<file path="src/shared/per_regs.svh">
// Constants for the peripheral event routing network
`ifndef PER_REGS_SVH
`define PER_REGS_SVH
`define PER_NUM_CH 10
`define PER_NUM_USR 8
`define PER_NUM_GEN 20
`define PER_GEN_W 5
`define PER_USR_W 4
`define PER_TAP_CNT_W 13
`define PER_TAP_MAX_DIV 8192
`define PER_TAP_MIN_DIV 64
`define PER_TAP_LOW_BIT 5
`define PER_GEN_NONE 5'h00
`define PER_GEN_TAP0 5'h01
`define PER_GEN_SCK_USART 5'h09
`define PER_GEN_SCK_SPI 5'h0A
`define PER_GEN_LUT0 5'h0B
`define PER_GEN_LUT1 5'h0C
`define PER_GEN_ACMP 5'h0D
`define PER_GEN_ZCD 5'h0E
`define PER_GEN_PIN0 5'h0F
`define PER_GEN_PIN1 5'h10
`define PER_GEN_ADC_DONE 5'h11
`define PER_GEN_OVF 5'h12
`define PER_GEN_CMP 5'h13
`define PER_GEN_ASYNC_MASK 20'h1F800
`define PER_USR_LUT_IN0 0
`define PER_USR_LUT_IN1 1
`define PER_USR_PIN_OUT0 2
`define PER_USR_PIN_OUT1 3
`define PER_USR_ADC_START 4
`define PER_USR_SYNC_EDGE 5
`define PER_USR_SYNC_LEVEL 6
`define PER_USR_ASYNC_LEVEL 7
`endif

</file>
<file path="src/shared/per_pkg.sv">
// Types for the peripheral event routing network
package per_pkg;
	typedef struct packed {
		logic serial_bit_clock_usart;
		logic serial_bit_clock_spi;
		logic [1:0] lookup_table_output;
		logic analog_comparator;
		logic zero_cross_detector;
		logic [1:0] pin_level;
		logic conversion_result_done;
		logic overflow_event;
		logic compare_match_event;
	} per_gen_in_t;
	typedef logic [4:0] per_gen_sel_t;
	typedef logic [3:0] per_usr_sel_t;
endpackage : per_pkg

</file>
<file path="src/design/per_event_router.sv">
// Event channel multiplexers, synchronisers and user selectors
//
// Summary of operation
// - Interval taps divide timebase by 8192 down to 64
// - Serial bit clocks routed as synchronous levels
// - Lookup table outputs routed as asynchronous levels
// - Comparator level routed asynchronously, no clocking
// - Zero-cross level routed asynchronously, no clocking
// - Each user selects its own channel
// - Asynchronous lookup and pin users work with clocks stopped; async edge and level users need mclk
// - Asynchronous lookup and pin users may react between clock edges
// - Synchronous edge user needs clocked source
// - Asynchronous edge user uses internal synchroniser
// - Synchronous level user needs clocked source
// - Asynchronous level user uses internal synchroniser
// - Undetected users take the raw channel
// - Lookup table inputs take channel asynchronously
// - Event pin forwards channel unchanged
// - Async sources synchronised, two mclk edges
// - Software event inverts channel for one cycle
// - After reset channels have no generator
`timescale 1ns/1ps
`include "per_regs.svh"

module per_event_router
	import per_pkg::*;
(
	input wire logic mclk,
	input wire logic reset,
	input wire logic timebase_clk,
	input wire per_gen_in_t gen_in,
	input wire per_gen_sel_t chan_sel_in [`PER_NUM_CH],
	input wire per_usr_sel_t user_sel_in [`PER_NUM_USR],
	input wire logic [`PER_NUM_CH-1:0] sw_event_in,
	output logic [1:0] lut_input_evt,
	output logic [1:0] event_pin_output,
	output logic adc_start_pulse,
	output logic sync_edge_pulse,
	output logic sync_level_evt,
	output logic async_level_evt,
	output logic [`PER_NUM_CH-1:0] ch_async_sub,
	output logic [`PER_NUM_CH-1:0] ch_sync_sub
);

	logic tb_s1_reg;
	logic tb_s2_reg;
	logic tb_s3_reg;
	logic [`PER_TAP_CNT_W-1:0] tap_cnt_reg;
	logic [`PER_TAP_CNT_W-1:0] tap_cnt_next;
	logic [`PER_NUM_CH-1:0] sw_reg;
	logic [`PER_NUM_CH-1:0] ch_raw;
	logic [`PER_NUM_CH-1:0] ch_is_async;
	logic [`PER_NUM_CH-1:0] ch_s1_reg;
	logic [`PER_NUM_CH-1:0] ch_s2_reg;
	logic [`PER_NUM_GEN-1:0] gen_vec;
	logic [`PER_NUM_USR-1:0] usr_async;
	logic [`PER_NUM_USR-1:0] usr_sync;
	logic [2:0] adc_sync_reg;
	logic [1:0] alvl_sync_reg;
	logic sedge_prev_reg;
	per_gen_sel_t chan_sel_reg [`PER_NUM_CH];
	per_usr_sel_t user_sel_reg [`PER_NUM_USR];
	wire tap_tick = tb_s2_reg & ~tb_s3_reg;
	wire [7:0] taps = tap_cnt_reg[`PER_TAP_CNT_W-1:`PER_TAP_LOW_BIT];

	// Timebase is foreign; count its rising edges after a two-stage synchroniser
	always_ff @(posedge mclk)
	begin
		tb_s1_reg <= reset ? 1'b0 : timebase_clk;
		tb_s2_reg <= reset ? 1'b0 : tb_s1_reg;
		tb_s3_reg <= reset ? 1'b0 : tb_s2_reg;
	end

	assign tap_cnt_next = tap_tick ? tap_cnt_reg + 13'h0001 : tap_cnt_reg;

	always_ff @(posedge mclk)
	begin
		tap_cnt_reg <= reset ? 13'h0000 : tap_cnt_next;
	end

	// Counter bit k toggles every 2^k ticks: bit 12 gives /8192, bit 5 gives /64
	assign gen_vec = {
		gen_in.compare_match_event,
		gen_in.overflow_event,
		gen_in.conversion_result_done,
		gen_in.pin_level,
		gen_in.zero_cross_detector,
		gen_in.analog_comparator,
		gen_in.lookup_table_output,
		gen_in.serial_bit_clock_spi,
		gen_in.serial_bit_clock_usart,
		taps[0], taps[1], taps[2], taps[3], taps[4], taps[5], taps[6], taps[7],
		1'b0
	};

	always_ff @(posedge mclk)
	begin
		sw_reg <= reset ? 10'h000 : sw_event_in;
	end

	genvar c;
	generate
		for (c = 0; c < `PER_NUM_CH; c++)
		begin : g_ch
			wire sel_ok = chan_sel_reg[c] < `PER_NUM_GEN;
			wire [`PER_NUM_GEN-1:0] async_mask = `PER_GEN_ASYNC_MASK;

			always_ff @(posedge mclk)
			begin
				chan_sel_reg[c] <= reset ? `PER_GEN_NONE : chan_sel_in[c];
			end

			assign ch_raw[c] = sel_ok & gen_vec[chan_sel_reg[c]];
			assign ch_is_async[c] = sel_ok & async_mask[chan_sel_reg[c]];

			// The first stage feeds only the second; metastability stays contained
			always_ff @(posedge mclk)
			begin
				ch_s1_reg[c] <= reset ? 1'b0 : ch_raw[c];
				ch_s2_reg[c] <= reset ? 1'b0 : ch_s1_reg[c];
			end

			// No clock in the async path, so it works asleep and between edges
			assign ch_async_sub[c] = ch_raw[c] ^ sw_reg[c];
			assign ch_sync_sub[c] = (ch_is_async[c] ? ch_s2_reg[c] : ch_raw[c]) ^ sw_reg[c];
		end
	endgenerate

	genvar u;
	generate
		for (u = 0; u < `PER_NUM_USR; u++)
		begin : g_usr
			wire pick = (user_sel_reg[u] != 4'h0) && (user_sel_reg[u] <= `PER_NUM_CH);
			wire [3:0] idx = user_sel_reg[u] - 4'h1;

			always_ff @(posedge mclk)
			begin
				user_sel_reg[u] <= reset ? 4'h0 : user_sel_in[u];
			end

			assign usr_async[u] = pick & ch_async_sub[idx];
			assign usr_sync[u] = pick & ch_sync_sub[idx];
		end
	endgenerate

	// Raw users are wires by nature; registering them would break sleep operation
	assign lut_input_evt = usr_async[`PER_USR_LUT_IN1:`PER_USR_LUT_IN0];
	assign event_pin_output = usr_async[`PER_USR_PIN_OUT1:`PER_USR_PIN_OUT0];

	always_ff @(posedge mclk)
	begin
		adc_sync_reg <= reset ? 3'h0 : {adc_sync_reg[1:0], usr_async[`PER_USR_ADC_START]};
		alvl_sync_reg <= reset ? 2'h0 : {alvl_sync_reg[0], usr_async[`PER_USR_ASYNC_LEVEL]};
		sedge_prev_reg <= reset ? 1'b0 : usr_sync[`PER_USR_SYNC_EDGE];
		sync_edge_pulse <= ~reset & usr_sync[`PER_USR_SYNC_EDGE] & ~sedge_prev_reg;
		sync_level_evt <= ~reset & usr_sync[`PER_USR_SYNC_LEVEL];
		adc_start_pulse <= ~reset & adc_sync_reg[1] & ~adc_sync_reg[2];
		async_level_evt <= ~reset & alvl_sync_reg[1];
	end

	property p_tap_count;
		@(posedge mclk) disable iff (reset)
		tap_tick |=> tap_cnt_reg == $past(tap_cnt_reg) + 13'h0001;
	endproperty
	a_tap_count: assert property (p_tap_count) else $error("tap counter missed a tick");

	property p_sck_sync;
		@(posedge mclk) disable iff (reset)
		chan_sel_reg[1] == `PER_GEN_SCK_SPI && !sw_reg[1]
			|-> ch_sync_sub[1] == gen_in.serial_bit_clock_spi;
	endproperty
	a_sck_sync: assert property (p_sck_sync) else $error("serial clock not on sync channel");

	property p_lut_async;
		@(posedge mclk) disable iff (reset)
		chan_sel_reg[0] == `PER_GEN_LUT0 && !sw_reg[0]
			|-> ch_async_sub[0] == gen_in.lookup_table_output[0];
	endproperty
	a_lut_async: assert property (p_lut_async) else $error("lookup output not passed raw");

	property p_acmp_async;
		@(posedge mclk) disable iff (reset)
		chan_sel_reg[0] == `PER_GEN_ACMP && !sw_reg[0]
			|-> ch_async_sub[0] == gen_in.analog_comparator;
	endproperty
	a_acmp_async: assert property (p_acmp_async) else $error("comparator not passed raw");

	property p_zcd_async;
		@(posedge mclk) disable iff (reset)
		chan_sel_reg[0] == `PER_GEN_ZCD && !sw_reg[0]
			|-> ch_async_sub[0] == gen_in.zero_cross_detector;
	endproperty
	a_zcd_async: assert property (p_zcd_async) else $error("zero-cross not passed raw");

	property p_sync_delay;
		@(posedge mclk) disable iff (reset)
		($rose(ch_raw[0]) && ch_is_async[0]) ##1 (ch_raw[0] && ch_is_async[0] && !sw_reg[0]) [*2]
			|-> ch_sync_sub[0];
	endproperty
	a_sync_delay: assert property (p_sync_delay) else $error("async event not synchronised");

	property p_sw_invert;
		@(posedge mclk) disable iff (reset)
		sw_event_in[3] |=> ch_async_sub[3] != ch_raw[3];
	endproperty
	a_sw_invert: assert property (p_sw_invert) else $error("software event did not invert");

	property p_sw_one;
		@(posedge mclk) disable iff (reset)
		!sw_event_in[3] |=> ch_async_sub[3] == ch_raw[3];
	endproperty
	a_sw_one: assert property (p_sw_one) else $error("inversion lasted too long");

	property p_reset_none;
		@(posedge mclk)
		$fell(reset) |-> chan_sel_reg[0] == `PER_GEN_NONE && !ch_async_sub[0];
	endproperty
	a_reset_none: assert property (p_reset_none) else $error("channel connected after reset");

	property p_none_low;
		@(posedge mclk) disable iff (reset)
		chan_sel_reg[1] == `PER_GEN_NONE && !sw_reg[1] |-> !ch_async_sub[1] && !ch_sync_sub[1];
	endproperty
	a_none_low: assert property (p_none_low) else $error("unconnected channel not low");

	property p_sync_edge;
		@(posedge mclk) disable iff (reset)
		$rose(usr_sync[`PER_USR_SYNC_EDGE]) |=> sync_edge_pulse ##1 !sync_edge_pulse;
	endproperty
	a_sync_edge: assert property (p_sync_edge) else $error("sync edge user missed edge");

	property p_sync_level;
		@(posedge mclk) disable iff (reset)
		1'b1 |=> sync_level_evt == $past(usr_sync[`PER_USR_SYNC_LEVEL]);
	endproperty
	a_sync_level: assert property (p_sync_level) else $error("sync level user wrong");

	property p_adc_edge;
		@(posedge mclk) disable iff (reset)
		!usr_async[`PER_USR_ADC_START] ##1 usr_async[`PER_USR_ADC_START] [*4]
			|-> ##[0:1] adc_start_pulse;
	endproperty
	a_adc_edge: assert property (p_adc_edge) else $error("async edge user missed edge");

	property p_async_level;
		@(posedge mclk) disable iff (reset)
		usr_async[`PER_USR_ASYNC_LEVEL] [*4] |-> async_level_evt;
	endproperty
	a_async_level: assert property (p_async_level) else $error("async level user missed level");

	property p_user_none;
		@(posedge mclk) disable iff (reset)
		user_sel_reg[`PER_USR_PIN_OUT0] == 4'h0 |-> !event_pin_output[0];
	endproperty
	a_user_none: assert property (p_user_none) else $error("unselected user saw event");

	property p_pin_fwd;
		@(posedge mclk) disable iff (reset)
		user_sel_reg[`PER_USR_PIN_OUT1] == 4'h1 |-> event_pin_output[1] == ch_async_sub[0];
	endproperty
	a_pin_fwd: assert property (p_pin_fwd) else $error("pin output not forwarded");

	property p_lut_in;
		@(posedge mclk) disable iff (reset)
		user_sel_reg[`PER_USR_LUT_IN0] == 4'h2 |-> lut_input_evt[0] == ch_async_sub[1];
	endproperty
	a_lut_in: assert property (p_lut_in) else $error("lookup input not raw channel");

endmodule : per_event_router

</file>
<file path="config.mk">
export PLATFORM = sky130hd
export DESIGN_NAME = per_event_router
export DESIGN_NICKNAME = d
export VERILOG_FILES = /design/src/shared/per_pkg.sv /design/src/design/per_event_router.sv
export VERILOG_INCLUDE_DIRS = /design/src /design/src/shared
export SDC_FILE = /design/constraint.sdc
export NUM_CORES = 1
export LEC_CHECK = 0
export BUFFER_PORTS_ARGS = -buffer_cell sky130_fd_sc_hd__buf_2
export CORE_ASPECT_RATIO = 1.5
export CORE_MARGIN = 1
export CORE_UTILIZATION = 40
export CTS_CLUSTER_DIAMETER = 200
export DETAILED_ROUTE_END_ITERATION = 10
export PLACE_DENSITY = 0.69
export SLEW_MARGIN = 5
export SYNTH_ARGS = -nofsm -noshare
export SYNTH_HDL_FRONTEND = slang
export SYNTH_SLANG_ARGS = --single-unit
export TNS_END_PERCENT = 5
</file>
<file path="constraint.sdc">
create_clock -name mclk -period 4.2 [get_ports mclk]
set_clock_uncertainty 0.2 [all_clocks]
set_input_delay 0.84 -clock mclk [delete_from_list [all_inputs] [get_ports mclk]]
set_output_delay 0.84 -clock mclk [all_outputs]
set_load 0.01 [all_outputs]
</file>
==> run_results.csv <==
group,metric,value,unit
run_status,status,"complete, but fails checks",
run_status,violations,"setup timing",
route,dr.first_iter.drc_count,412,
synthesis,ys_top_cells_by_area,"dfxtp_1 (33%), nor2b_1 (9.6%), mux4_2 (8.2%)",
finish,fill_cells,1904,
floorplan,top_level_ports,134,
clock_network,cts_tree,"yes",
clock_network,clock_latency,0.43,ns
route,drc,0,
floorplan,die_h,180,um
synthesis,syn_area,0.00848,mm2
route,vias,7398,
synthesis,synth_ff_type,"dfxtp_1",
power_and_ir_drop,total_power,3840,uW
floorplan,dieArea,0.0218,mm2
critical_path,cp.arrival,3.20,ns
sta,clock.fmax,236,MHz
synthesis,synth_common_cells,"dfxtp_1 (138), nor2b_1 (130), nor2_1 (69)",
sta,slew_headroom,42.2,%
finish,seq_area,0.00279,mm2
power_and_ir_drop,peakVddDrop,0.000306,V
placed_design,gp_congestion,0.889,
finish,areaGrowthSynthToFinish,23.4,%
synthesis,synth-seq-area-share,32.6,%
critical_path,crit_chain,"buf_8 > mux4_2 > mux4_2 > a21oi_4 > xnor2_2 > mux2i_1 > or4_1 > a41oi_2 > buf_2",
synthesis,ys_ff_latch,138,
synthesis,synthArstFlopShare,0,%
sta,fin_crit,4.24,ns
critical_path,path_class,"input pin to primary output",
sta,setup_ws,-0.0363,ns
critical_path,critical-path-slowest-cell,"mux4_2",
placed_design,hpwl,17800,um
global_route,antenna_found_initial,0,
power_and_ir_drop,power_density,367,mW/mm2
route,viasPerCell,5.42,
synthesis,synth_largest_area_cell,"dfxtp_1",
synthesis,synth_cells,938,
global_route,grt_use_total,21.7,%
finish,multi_input_area,0.00542,mm2
synthesis,synth_cell_types,73,
synthesis,syn_area_per_cell,9.04,um2
route,wl_per_cell,16.9,um
synthesis,synth_top_area_share,32.6,%
critical_path,worstSetupEndpointType,"primary output",
critical_path,reg2reg_slack,0.97,ns
sta,tightest_slew,0.858,ns
finish,diodes,0,
global_route,grt-ovfl-total,0,
synthesis,ys_warn_count,0,
clock_network,htreeDepth,4,
critical_path,worst_setup_path_start_kind,"input pin",
floorplan,core-area,0.0206,mm2
sta,rsz0062_at_grt,"yes",
floorplan,die_w,121,um
sta,slew_viol_final,0,
clock_network,clk_path_buf_depth,2,
route,wl,23100,um
global_route,grt_max_degree,56,
run,maxCapViolations,0,
finish,largest_register_ffs,50,
floorplan,row_count,64,
finish,nNetsFinal,1217,
floorplan,initial_core_util,41.2,%
synthesis,yosysMostFrequentCell,"dfxtp_1",
placed_design,pre_cts_ws,-0.153,ns
route,drtAntennaViolNets,0,
sta,fin_crit_sh,101,%
global_route,grt_pass1_vias,7292,
route,dr.pass1.iters,5,
power_and_ir_drop,p_leak,0.00427,uW
clock_network,cts-hold-fix-buffers,0,
critical_path,crit_top_cell,"mux4_2",
synthesis,syn_nets,1067,
critical_path,crit_required,3.16,ns
clock_network,clk_pin_slew,0.06,ns
clock_network,cts.sinks,138,
clock_network,root_buffer,"clkbuf_16",
sta,setup_viol,2,
finish,drive_above_1_share,28.5,%
sta,hold_slack,0.185,ns
global_route,grt_pass1_wl,36700,um
critical_path,slowest_delay,0.51,ns
worst_hold_path,hold_class,"flip-flop to flip-flop",
sta,finalHoldViolCount,0,
synthesis,synth_edf_count,0,
clock_network,numCtsBuffers,17,
critical_path,critical_path.max_fanout,7,
placed_design,numPortBuffers,133,
per-stage QoR:
step | util [%] | std cells | TNS [ns] | area, um2
2_1_floorplan | - | 938 | 0 | 8480
3_3_place_gp | 46.6 | 1330 | -0.509 | 9600
3_5_place_dp | 46.6 | 1330 | -0.494 | 9600
4_1_cts | 50.5 | 1364 | -0.0246 | 10400
5_1_grt | 50.9 | 1365 | -0.192 | 10500
6_report | 50.9 | 1365 | -0.0491 | 10500
routing by layer:
layer | vias to the layer above | part of all wire (%) | track usage [%]
met2 | 226 | 52 | 38.7
met1 | 3456 | 39 | 23.5
met4 | 0 | 4.6 | 12.5
met3 | 67 | 4.8 | 4.15
li1 | 3649 | - | -
met5 | - | 0 | 0
path summary, 6_finish.rpt:
| path | start | end | cells after the start |
|---|---|---|---|
| max | gen_in[3] | event_pin_output[1] | 9 |
| min | adc_sync_reg[2]$_SDFF_PP0_ | adc_start_pulse$_DFF_P_ | 1 |
| max reg2reg | chan_sel_reg[2][1]$_SDFF_PP0_ | sync_level_evt$_DFF_P_ | 9 |
| min reg2reg | adc_sync_reg[2]$_SDFF_PP0_ | adc_start_pulse$_DFF_P_ | 1 |
area by class of cell:
cell class,instances,area share [%]
multi-input combinational,698,51.8
timing repair buffer,190,10.8
sequential,138,26.6
clock inverter,11,1.60
clock buffer,21,4.49
tap,264,3.16
inverter,43,1.54
placed cells by master, fill, tap and decap left out, types with 37 or more instances in the layout:
| cell | Yosys | layout |
|---|---|---|
| a21oi_1 | 46 | 46 |
| buf_2 | 16 | 126 |
| buf_4 | 7 | 59 |
| dfxtp_1 | 138 | 123 |
| inv_1 | 43 | 42 |
| mux2i_1 | 43 | 39 |
| nand2_1 | 38 | 37 |
| nor2_1 | 69 | 69 |
| nor2b_1 | 130 | 129 |
power by group:
part	internal, uW	switching (uW)	total [uW]	leakage [uW]
clock	1040	577	1620	0.000309
sequential	1370	94.6	1470	0.00115
combinational	374	384	758	0.00281
total	2790	1060	3840	0.00427
timing repair:
action	in CTS	in global routing
gates resized for setup	38	16
buffers inserted	3	1
pin swaps	7	3
setup endpoints to repair	4	4
worst max-delay path: cells and delay by family:
family,cells,cell delay [ns]
XOR/XNOR,1,0.16
AO/OA/AOI/OAI,2,0.36
AND/OR/NAND/NOR,1,0.49
multiplexers,3,1.07
buffers and inverters,2,0.27
logic make-up (layout without fill, tap and decap cells):
family | after synthesis | after routing | synth area share, %
multiplexers | 88 | 88 | 15.7
AO/OA/AOI/OAI | 178 | 178 | 14.9
XOR/XNOR | 44 | 44 | 4.72
AND/OR/NAND/NOR | 365 | 365 | 23.4
adder cells (fa/ha/maj) | 23 | 23 | 3.39
flip-flops | 138 | 138 | 32.6
buffers and inverters | 102 | 265 | 5.32
(Power assumes the default switching activity.)
